==> config.mk <==
export PLATFORM = sky130hd
export DESIGN_NAME = p5mux_top
export DESIGN_NICKNAME = d
export VERILOG_FILES = /design/src/logic/p5mux_pkg.sv /design/src/logic/p5mux_regs.sv /design/src/logic/p5mux_sync.sv /design/src/logic/p5mux_top.sv
export SDC_FILE = /design/constraint.sdc
export NUM_CORES = 1
export LEC_CHECK = 0
export BUFFER_PORTS_ARGS = -buffer_cell sky130_fd_sc_hd__buf_4
export CAP_MARGIN = 40
export CORE_AREA = 2 2 72 74
export DETAILED_ROUTE_END_ITERATION = 16
export DIE_AREA = 0 0 74 76
export PLACE_DENSITY = 0.76
export SLEW_MARGIN = 10
export SYNTH_ARGS = -nofsm -noshare
export SYNTH_HDL_FRONTEND = slang
export SYNTH_HIERARCHICAL = 1
export SYNTH_SLANG_ARGS = --single-unit
export TNS_END_PERCENT = 5
==> constraint.sdc <==
create_clock -name ref_clk -period 4.25 [get_ports ref_clk]
set_clock_uncertainty 0.1 [all_clocks]
set_input_delay 0.6375 -clock ref_clk [delete_from_list [all_inputs] [get_ports ref_clk]]
set_output_delay 0.6375 -clock ref_clk [all_outputs]
set_load 0.01 [all_outputs]
==> src/logic/p5mux_pkg.sv <==
// Purpose: Shared constants and types for the pin 5 output source mux
// Assumes: One 8-bit control register reached over a plain strobe port
// Notes: Field positions and reset values live here only
package p5mux_pkg;
   localparam logic [7:0] P5MUX_CTL_OFFSET = 8'h15;
   localparam int P5MUX_SEL_LSB = 5;
   localparam int P5MUX_SRC_LSB = 2;
   localparam int P5MUX_VAL_BIT = 1;
   localparam int P5MUX_EN_BIT = 0;
   localparam logic [2:0] P5MUX_SRC_RESET = 3'h0;
   localparam logic [2:0] P5MUX_SEL_RESET = 3'h0;
   localparam logic P5MUX_VAL_RESET = 1'b0;
   localparam logic P5MUX_EN_RESET = 1'b0;
   localparam logic [2:0] P5MUX_SRC_STATUS = 3'h4;
   localparam logic [2:0] P5MUX_SRC_CSI_TX0 = 3'h6;
   localparam int P5MUX_NUM_RX = 4;

   typedef struct packed {
      logic [2:0] pin5_output_select;
      logic [2:0] pin5_output_source;
      logic pin5_output_value;
      logic pin5_output_enable;
   } p5mux_ctl_t;

   typedef struct packed {
      logic [3:0] remote_pin;
      logic lock;
      logic pass;
      logic frame_valid;
      logic line_valid;
   } p5mux_rx_t;

   typedef struct packed {
      logic pass_and;
      logic pass_or;
      logic frame_valid;
      logic line_valid;
      logic synchronized;
      logic tx_interrupt;
   } p5mux_tx_t;
endpackage

==> src/logic/p5mux_regs.sv <==
// Purpose: Control register for the pin 5 output source mux
// Assumes: Read data appears in the cycle after the read strobe
// Notes: Unmapped addresses read as zero and ignore writes
`timescale 1ns/1ps
module p5mux_regs
   import p5mux_pkg::*;
(
   input wire logic ref_clk,
   input wire logic rst,
   input wire logic [7:0] reg_addr,
   input wire logic [7:0] reg_wdata,
   input wire logic reg_write,
   input wire logic reg_read,
   output logic [7:0] reg_rdata,
   output p5mux_ctl_t ctl
);
   p5mux_ctl_t ctl_r;
   logic [7:0] rdata_r;
   logic hit;

   assign hit = (reg_addr == P5MUX_CTL_OFFSET);
   assign ctl = ctl_r;
   assign reg_rdata = rdata_r;

   always_ff @(posedge ref_clk or posedge rst) begin
      if (rst) begin
         ctl_r.pin5_output_select <= P5MUX_SEL_RESET;
         ctl_r.pin5_output_source <= P5MUX_SRC_RESET;
         ctl_r.pin5_output_value <= P5MUX_VAL_RESET;
         ctl_r.pin5_output_enable <= P5MUX_EN_RESET;
      end else if (reg_write && hit) begin
         ctl_r.pin5_output_select <= reg_wdata[P5MUX_SEL_LSB +: 3];
         ctl_r.pin5_output_source <= reg_wdata[P5MUX_SRC_LSB +: 3];
         ctl_r.pin5_output_value <= reg_wdata[P5MUX_VAL_BIT];
         ctl_r.pin5_output_enable <= reg_wdata[P5MUX_EN_BIT];
      end
   end

   always_ff @(posedge ref_clk or posedge rst) begin
      if (rst) begin
         rdata_r <= 8'h00;
      end else if (reg_read && hit) begin
         rdata_r <= ctl_r;
      end else begin
         rdata_r <= 8'h00;
      end
   end
endmodule

==> src/logic/p5mux_sync.sv <==
// Purpose: Two-stage synchroniser for a bus of levels
// Assumes: Inputs are slow levels from outside the core clock
// Notes: First stage is read only by the second
`timescale 1ns/1ps
module p5mux_sync #(
   parameter int W = 1
) (
   input wire logic ref_clk,
   input wire logic rst,
   input wire logic [W-1:0] d,
   output logic [W-1:0] q
);
   logic [W-1:0] meta_r;
   logic [W-1:0] q_r;

   always_ff @(posedge ref_clk or posedge rst) begin
      if (rst) begin
         meta_r <= '0;
         q_r <= '0;
      end else begin
         meta_r <= d;
         q_r <= meta_r;
      end
   end
   assign q = q_r;
endmodule

==> src/logic/p5mux_top.sv <==
// Purpose: Output source multiplexer for general purpose pin 5
// Assumes: Routed status signals come from core logic on ref_clk, except remote pins
// Notes: Remote pin levels arrive from link receivers and are synchronised here
//
// Implementation choice: the plain strobed port.
`timescale 1ns/1ps

module p5mux_top
   import p5mux_pkg::*;
(
   input wire logic ref_clk,
   input wire logic rst,
   input wire logic [7:0] reg_addr,
   input wire logic [7:0] reg_wdata,
   input wire logic reg_write,
   input wire logic reg_read,
   output logic [7:0] reg_rdata,
   input wire logic [15:0] remote_pin_async,
   input wire p5mux_rx_t [3:0] rx_status,
   input wire logic [3:0] rx_port_enabled,
   input wire logic frame_sync_pulse,
   input wire p5mux_tx_t tx_status,
   output logic general_pin_5_out,
   output logic general_pin_5_oe
);
   p5mux_ctl_t ctl;
   logic [15:0] remote_pin;
   logic mux_nxt;
   logic pin_r;
   logic oe_r;

   p5mux_regs u_regs (
      .ref_clk(ref_clk),
      .rst(rst),
      .reg_addr(reg_addr),
      .reg_wdata(reg_wdata),
      .reg_write(reg_write),
      .reg_read(reg_read),
      .reg_rdata(reg_rdata),
      .ctl(ctl)
   );

   // Remote pins cross from the link receivers, so they are resynchronised
   p5mux_sync #(.W(16)) u_sync (
      .ref_clk(ref_clk),
      .rst(rst),
      .d(remote_pin_async),
      .q(remote_pin)
   );

   function automatic logic rx_pick(input p5mux_rx_t rx, input logic [3:0] rpin,
                                    input logic [2:0] sel);
      logic r;
      r = 1'b0;
      unique case (sel)
         3'h0, 3'h1, 3'h2, 3'h3: r = rpin[sel[1:0]];
         3'h4: r = rx.lock;
         3'h5: r = rx.pass;
         3'h6: r = rx.frame_valid;
         3'h7: r = rx.line_valid;
      endcase
      return r;
   endfunction

   always_comb begin
      logic lock_any;
      logic pass_all;
      lock_any = 1'b0;
      pass_all = 1'b1;
      for (int i = 0; i < P5MUX_NUM_RX; i++) begin
         lock_any = lock_any | (rx_port_enabled[i] & rx_status[i].lock);
         pass_all = pass_all & (~rx_port_enabled[i] | rx_status[i].pass);
      end
      mux_nxt = 1'b0;
      if (!ctl.pin5_output_source[2]) begin
         mux_nxt = rx_pick(rx_status[ctl.pin5_output_source[1:0]],
                           remote_pin[4*ctl.pin5_output_source[1:0] +: 4],
                           ctl.pin5_output_select);
      end else if (ctl.pin5_output_source == P5MUX_SRC_STATUS) begin
         unique case (ctl.pin5_output_select)
            3'h0: mux_nxt = ctl.pin5_output_value;
            3'h1: mux_nxt = lock_any;
            3'h2, 3'h3: mux_nxt = pass_all;
            3'h4: mux_nxt = frame_sync_pulse;
            default: mux_nxt = 1'b0;
         endcase
      end else if (ctl.pin5_output_source == P5MUX_SRC_CSI_TX0) begin
         unique case (ctl.pin5_output_select)
            3'h0: mux_nxt = tx_status.pass_and;
            3'h1: mux_nxt = tx_status.pass_or;
            3'h2: mux_nxt = tx_status.frame_valid;
            3'h3: mux_nxt = tx_status.line_valid;
            3'h4: mux_nxt = tx_status.synchronized;
            3'h5: mux_nxt = tx_status.tx_interrupt;
            default: mux_nxt = 1'b0;
         endcase
      end
   end

   // Registering costs a cycle of latency but keeps select changes glitch free
   always_ff @(posedge ref_clk or posedge rst) begin
      if (rst) begin
         pin_r <= 1'b0;
      end else begin
         pin_r <= mux_nxt;
      end
   end

   always_ff @(posedge ref_clk or posedge rst) begin
      if (rst) begin
         oe_r <= 1'b0;
      end else begin
         oe_r <= ctl.pin5_output_enable;
      end
   end

   assign general_pin_5_out = pin_r;
   assign general_pin_5_oe = oe_r;

   mux_regd_a: assert property (@(posedge ref_clk) disable iff (rst)
      ##1 general_pin_5_out == $past(mux_nxt))
      else $error("pin output is not the mux value of the previous cycle");
   oe_follow_a: assert property (@(posedge ref_clk) disable iff (rst)
      ##1 general_pin_5_oe == $past(ctl.pin5_output_enable))
      else $error("output enable does not follow control bit");
   status_val_a: assert property (@(posedge ref_clk) disable iff (rst)
      (ctl.pin5_output_source == P5MUX_SRC_STATUS && ctl.pin5_output_select == 3'h0)
      |=> general_pin_5_out == $past(ctl.pin5_output_value))
      else $error("status source 000 does not drive output value");
   lock_or_a: assert property (@(posedge ref_clk) disable iff (rst)
      (ctl.pin5_output_source == P5MUX_SRC_STATUS && ctl.pin5_output_select == 3'h1)
      |=> general_pin_5_out == $past(|(rx_port_enabled &
         {rx_status[3].lock, rx_status[2].lock, rx_status[1].lock, rx_status[0].lock})))
      else $error("lock OR wrong");
   pass_and_a: assert property (@(posedge ref_clk) disable iff (rst)
      (ctl.pin5_output_source == P5MUX_SRC_STATUS && ctl.pin5_output_select[2:1] == 2'h1)
      |=> general_pin_5_out == $past(&(~rx_port_enabled |
         {rx_status[3].pass, rx_status[2].pass, rx_status[1].pass, rx_status[0].pass})))
      else $error("pass AND wrong");
   sync_sel_a: assert property (@(posedge ref_clk) disable iff (rst)
      (ctl.pin5_output_source == P5MUX_SRC_STATUS && ctl.pin5_output_select == 3'h4)
      |=> general_pin_5_out == $past(frame_sync_pulse))
      else $error("frame sync not routed");
   tx_frame_a: assert property (@(posedge ref_clk) disable iff (rst)
      (ctl.pin5_output_source == P5MUX_SRC_CSI_TX0 && ctl.pin5_output_select == 3'h2)
      |=> general_pin_5_out == $past(tx_status.frame_valid))
      else $error("tx frame valid not routed");
   tx_irq_a: assert property (@(posedge ref_clk) disable iff (rst)
      (ctl.pin5_output_source == P5MUX_SRC_CSI_TX0 && ctl.pin5_output_select == 3'h5)
      |=> general_pin_5_out == $past(tx_status.tx_interrupt))
      else $error("tx interrupt not routed");
   reserved_low_a: assert property (@(posedge ref_clk) disable iff (rst)
      (ctl.pin5_output_source == 3'h5 || ctl.pin5_output_source == 3'h7 ||
       (ctl.pin5_output_source == P5MUX_SRC_CSI_TX0 && ctl.pin5_output_select[2:1] == 2'h3))
      |=> !general_pin_5_out)
      else $error("reserved code drives high");
   rx_lock_a: assert property (@(posedge ref_clk) disable iff (rst)
      (ctl.pin5_output_source == 3'h1 && ctl.pin5_output_select == 3'h4)
      |=> general_pin_5_out == $past(rx_status[1].lock))
      else $error("rx port 1 lock not routed");

   cov_rx_remote: cover property (@(posedge ref_clk) disable iff (rst)
      !ctl.pin5_output_source[2] && ctl.pin5_output_select == 3'h2 && general_pin_5_out);
   cov_status: cover property (@(posedge ref_clk) disable iff (rst)
      ctl.pin5_output_source == P5MUX_SRC_STATUS && general_pin_5_oe && general_pin_5_out);
   cov_tx: cover property (@(posedge ref_clk) disable iff (rst)
      ctl.pin5_output_source == P5MUX_SRC_CSI_TX0 && general_pin_5_out);
endmodule

==> impl_results.md <==
- CTS resizes: 0
- Synthesized flop and latch total: 50
- DR WL/cell: 12.6 um
- Fraction of layout cells with a size suffix above 1: 0.553
- Die Span Y: 76 um
- GR Overflow Total: 0
- Worst-case clock buffer depth: 2
- Vias post-DR: 1140
- RSZ-0062 raised after global routing: no
- Placed Area: 2500 um^2
- CTS sink cnt: 50
- Min Tclk post-route: 2.29 ns
- Commonest cells post-synth: dfrtp_1 (50), mux4_2 (11), inv_1 (10), and2_1 (8), mux2_2 (8)
- Initial antenna violation count: 0
- DRC viols: 0
- R2r worst-path depth: 5
- WS Path Type: register to register
- Initial DRC count: 19
- Die area: 5620 um^2
- CP Capture Point: general_pin_5_out$_DFF_PP0_
- Die Width: 74 um
- Worst hold path class: input pin to async pin
- Total CTS buffers: 5
- Seq/Total Area, Yosys: 0.670
- Final worst slack: 1.96 ns
- Vias in the first global route: 1149
- Syn Inst Count: 111
- Reg power frac: 0.580
- Req. time, crit path: 4.34 ns
- Vias per cell: 4.42
- Tot Pwr: 0.000878 W
- Worst-Skew Late Latency: 0.30 ns
- ANT nets after route: 0
- Final wirelength: 3260 um
- Post-synthesis cell area: 1870 um^2
- Port-buffer cells: 72
- Post-CTS Setup Bufs: 0
- Max_cap viols: 0
- Top cell type's share of synthesized area: 0.670
- Gr usage total: 0.124
- Part of the power in combinational logic: 0.112
- Crit start category: register
- Cell variety after synth: 23
- Fillers: 431
- Number of diodes: 0
- Status: finished, final reports clean
- Largest net degree at the start of global routing: 24
- Setup crit end kind: register
- Worst VDD drop: 0.000229 V
- Average size of a mapped cell: 16.8 um^2
- Post-synth EDFFs: 0
- PD cells: 339 nW/um^2
- Endpoints failing setup: 0
- CP startpoint: u_regs/ctl[3]$_DFFE_PP0P_
- Num rows: 26
- P_sw: 0.000196 W
- DR pass1 iterations: 4
- TritonCTS clock tree: done
- DP Worst Slack: 1.94 ns
- Crit share post-route: 0.540
- Post-Syn Nets: 190
- Synth warnings: 6
- Most common cell in the synthesized netlist: dfrtp_1
- Total core area: 4910 um^2
- H-Tree Depth: 2
- Leakage: 1.26 nW
- IO Count: 89
- Clock power share: 0.308
- Slew Limit Fails: 0
- Arrival time worst endpoint: 2.38 ns
- Worst slew pin tran: 0.563 ns
- # hold bufs at CTS: 0
- GP Congestion: 0.734
- Nets@finish: 266
- Post-DP HPWL: 2630 um
- Root Buffer: clkbuf_8
- Synth area leader: dfrtp_1
- Initial Utilization: 0.380
- Ys async rst share: 1.00
- Max-slew headroom: 0.624
- Pint: 0.000682 W
- Final instance area: 2590 um^2
- Fin Setup TNS: 0 ns
- Fmax achieved: 436 MHz
- Worst R2R End: general_pin_5_out$_DFF_PP0_
- Sw frac: 0.223
- Synth area leaders: dfrtp_1 (67%), mux4_2 (13%), mux2_2 (4.8%)
- Predominant post-synthesis flop cell: dfrtp_1
- FF-to-FF setup slack: 1.96 ns
- Final hold vios: 0
- CTS clk-pin slew, worst paths: 0.08 ns
- Worst r2r src: u_regs/ctl[3]$_DFFE_PP0P_
- CP max FO: 12
- First-pass GRT wire length: 5230 um
- Area grow syn2layout: 38.8%
==> layout by cell type (no fill, tap or decap) <==
cell | synthesis | final
a211oi_1 | 1 | 1
a21oi_1 | 3 | 3
a222oi_1 | 1 | 1
a22oi_1 | 2 | 2
a31oi_1 | 1 | 1
a41o_1 | 1 | 1
and2_1 | 8 | 8
and3_2 | 1 | 1
and4bb_2 | 1 | 1
buf_16 | 0 | 1
buf_4 | 1 | 72
clkbuf_8 | 0 | 5
clkinv_2 | 0 | 1
dfrtp_1 | 50 | 50
inv_1 | 10 | 10
inv_6 | 0 | 2
mux2_2 | 8 | 8
mux2i_1 | 2 | 2
mux4_2 | 11 | 11
nand2_1 | 1 | 1
nand3_4 | 1 | 1
nor2_1 | 2 | 2
nor4b_4 | 1 | 1
o21ai_0 | 1 | 1
o311ai_0 | 1 | 1
==> worst min path at each step <==
| stage | slack [ns] | end | start | cells after the start |
|---|---|---|---|---|
| after detailed placement | 0.23 | u_sync/q[12]$_DFF_PP0_ | u_sync/meta_r[12]$_DFF_PP0_ | 0 |
| after global placement | 0.23 | u_sync/q[9]$_DFF_PP0_ | u_sync/meta_r[9]$_DFF_PP0_ | 0 |
| final | 0.11 | general_pin_5_oe$_DFF_PP0_ | rst | 2 |
| after global routing | 0.11 | general_pin_5_oe$_DFF_PP0_ | rst | 2 |
| after floorplan | 0.23 | u_sync/q[0]$_DFF_PP0_ | u_sync/meta_r[0]$_DFF_PP0_ | 0 |
| after CTS | 0.10 | general_pin_5_oe$_DFF_PP0_ | rst | 2 |
==> metrics by stage <==
| step | hold slack (ns) | util | cells |
|---|---|---|---|
| after floorplan | 0.231 | - | 111 |
| after global placement | 0.232 | 0.504 | 249 |
| after detailed placement | 0.235 | 0.509 | 250 |
| after CTS | 0.103 | 0.528 | 258 |
| after global routing | 0.109 | 0.528 | 258 |
| final | 0.108 | 0.528 | 258 |
==> power groups by stage <==
stage                     combinational [W]  sequential [W]  clock (W)
final                             0.0000984        0.000509   0.000271
after CTS                          0.000100        0.000510   0.000277
after global routing               0.000109        0.000513   0.000301
after global placement            0.0000963        0.000519          0
after detailed placement           0.000100        0.000520          0
after floorplan                   0.0000460        0.000512          0
==> state kept, by name, indices dropped and copies added (netlist names) <==
register and flops:
general_pin_5_out 1, u_sync/meta_r 16, general_pin_5_oe 1, u_regs/ctl 8, u_sync/q 16, u_regs/reg_rdata 8
==> logic make-up after synthesis <==
logic type | share of synthesized area
flip-flops | 0.670
multiplexers | 0.192
AND/OR/NAND/NOR | 0.0656
buffers and inverters | 0.0315
AO/OA/AOI/OAI | 0.0415
==> worst max-delay path: stages (launching register included) <==
cell and delay, ns:
dfrtp_1 0.69, mux4_2 0.59, mux4_2 0.47, inv_1 0.06
a211oi_1 0.06, a41o_1 0.22
==> area by class of cell <==
type                            count  area (um^2)  area share
Sequential cell                    50         1250       0.482
Timing Repair Buffer               73          568       0.219
Multi-Input combinational cell     47          558       0.215
Tap cell                           70         87.6      0.0338
Clock buffer                        5         68.8      0.0265
Inverter                           10         37.5      0.0145
Clock inverter                      3         22.5     0.00868
==> per-layer routing <==
layer / GRT usage / wire (um) / vias to the layer above
li1: - / - / 543
met1: 0.171 / 1490 / 523
met2: 0.178 / 1350 / 70
met3: 0.0542 / 385 / 4
met4: 0.0382 / 36 / 0
met5: 0 / 0 / -
Note: power is estimated with default switching activity, not from simulation.
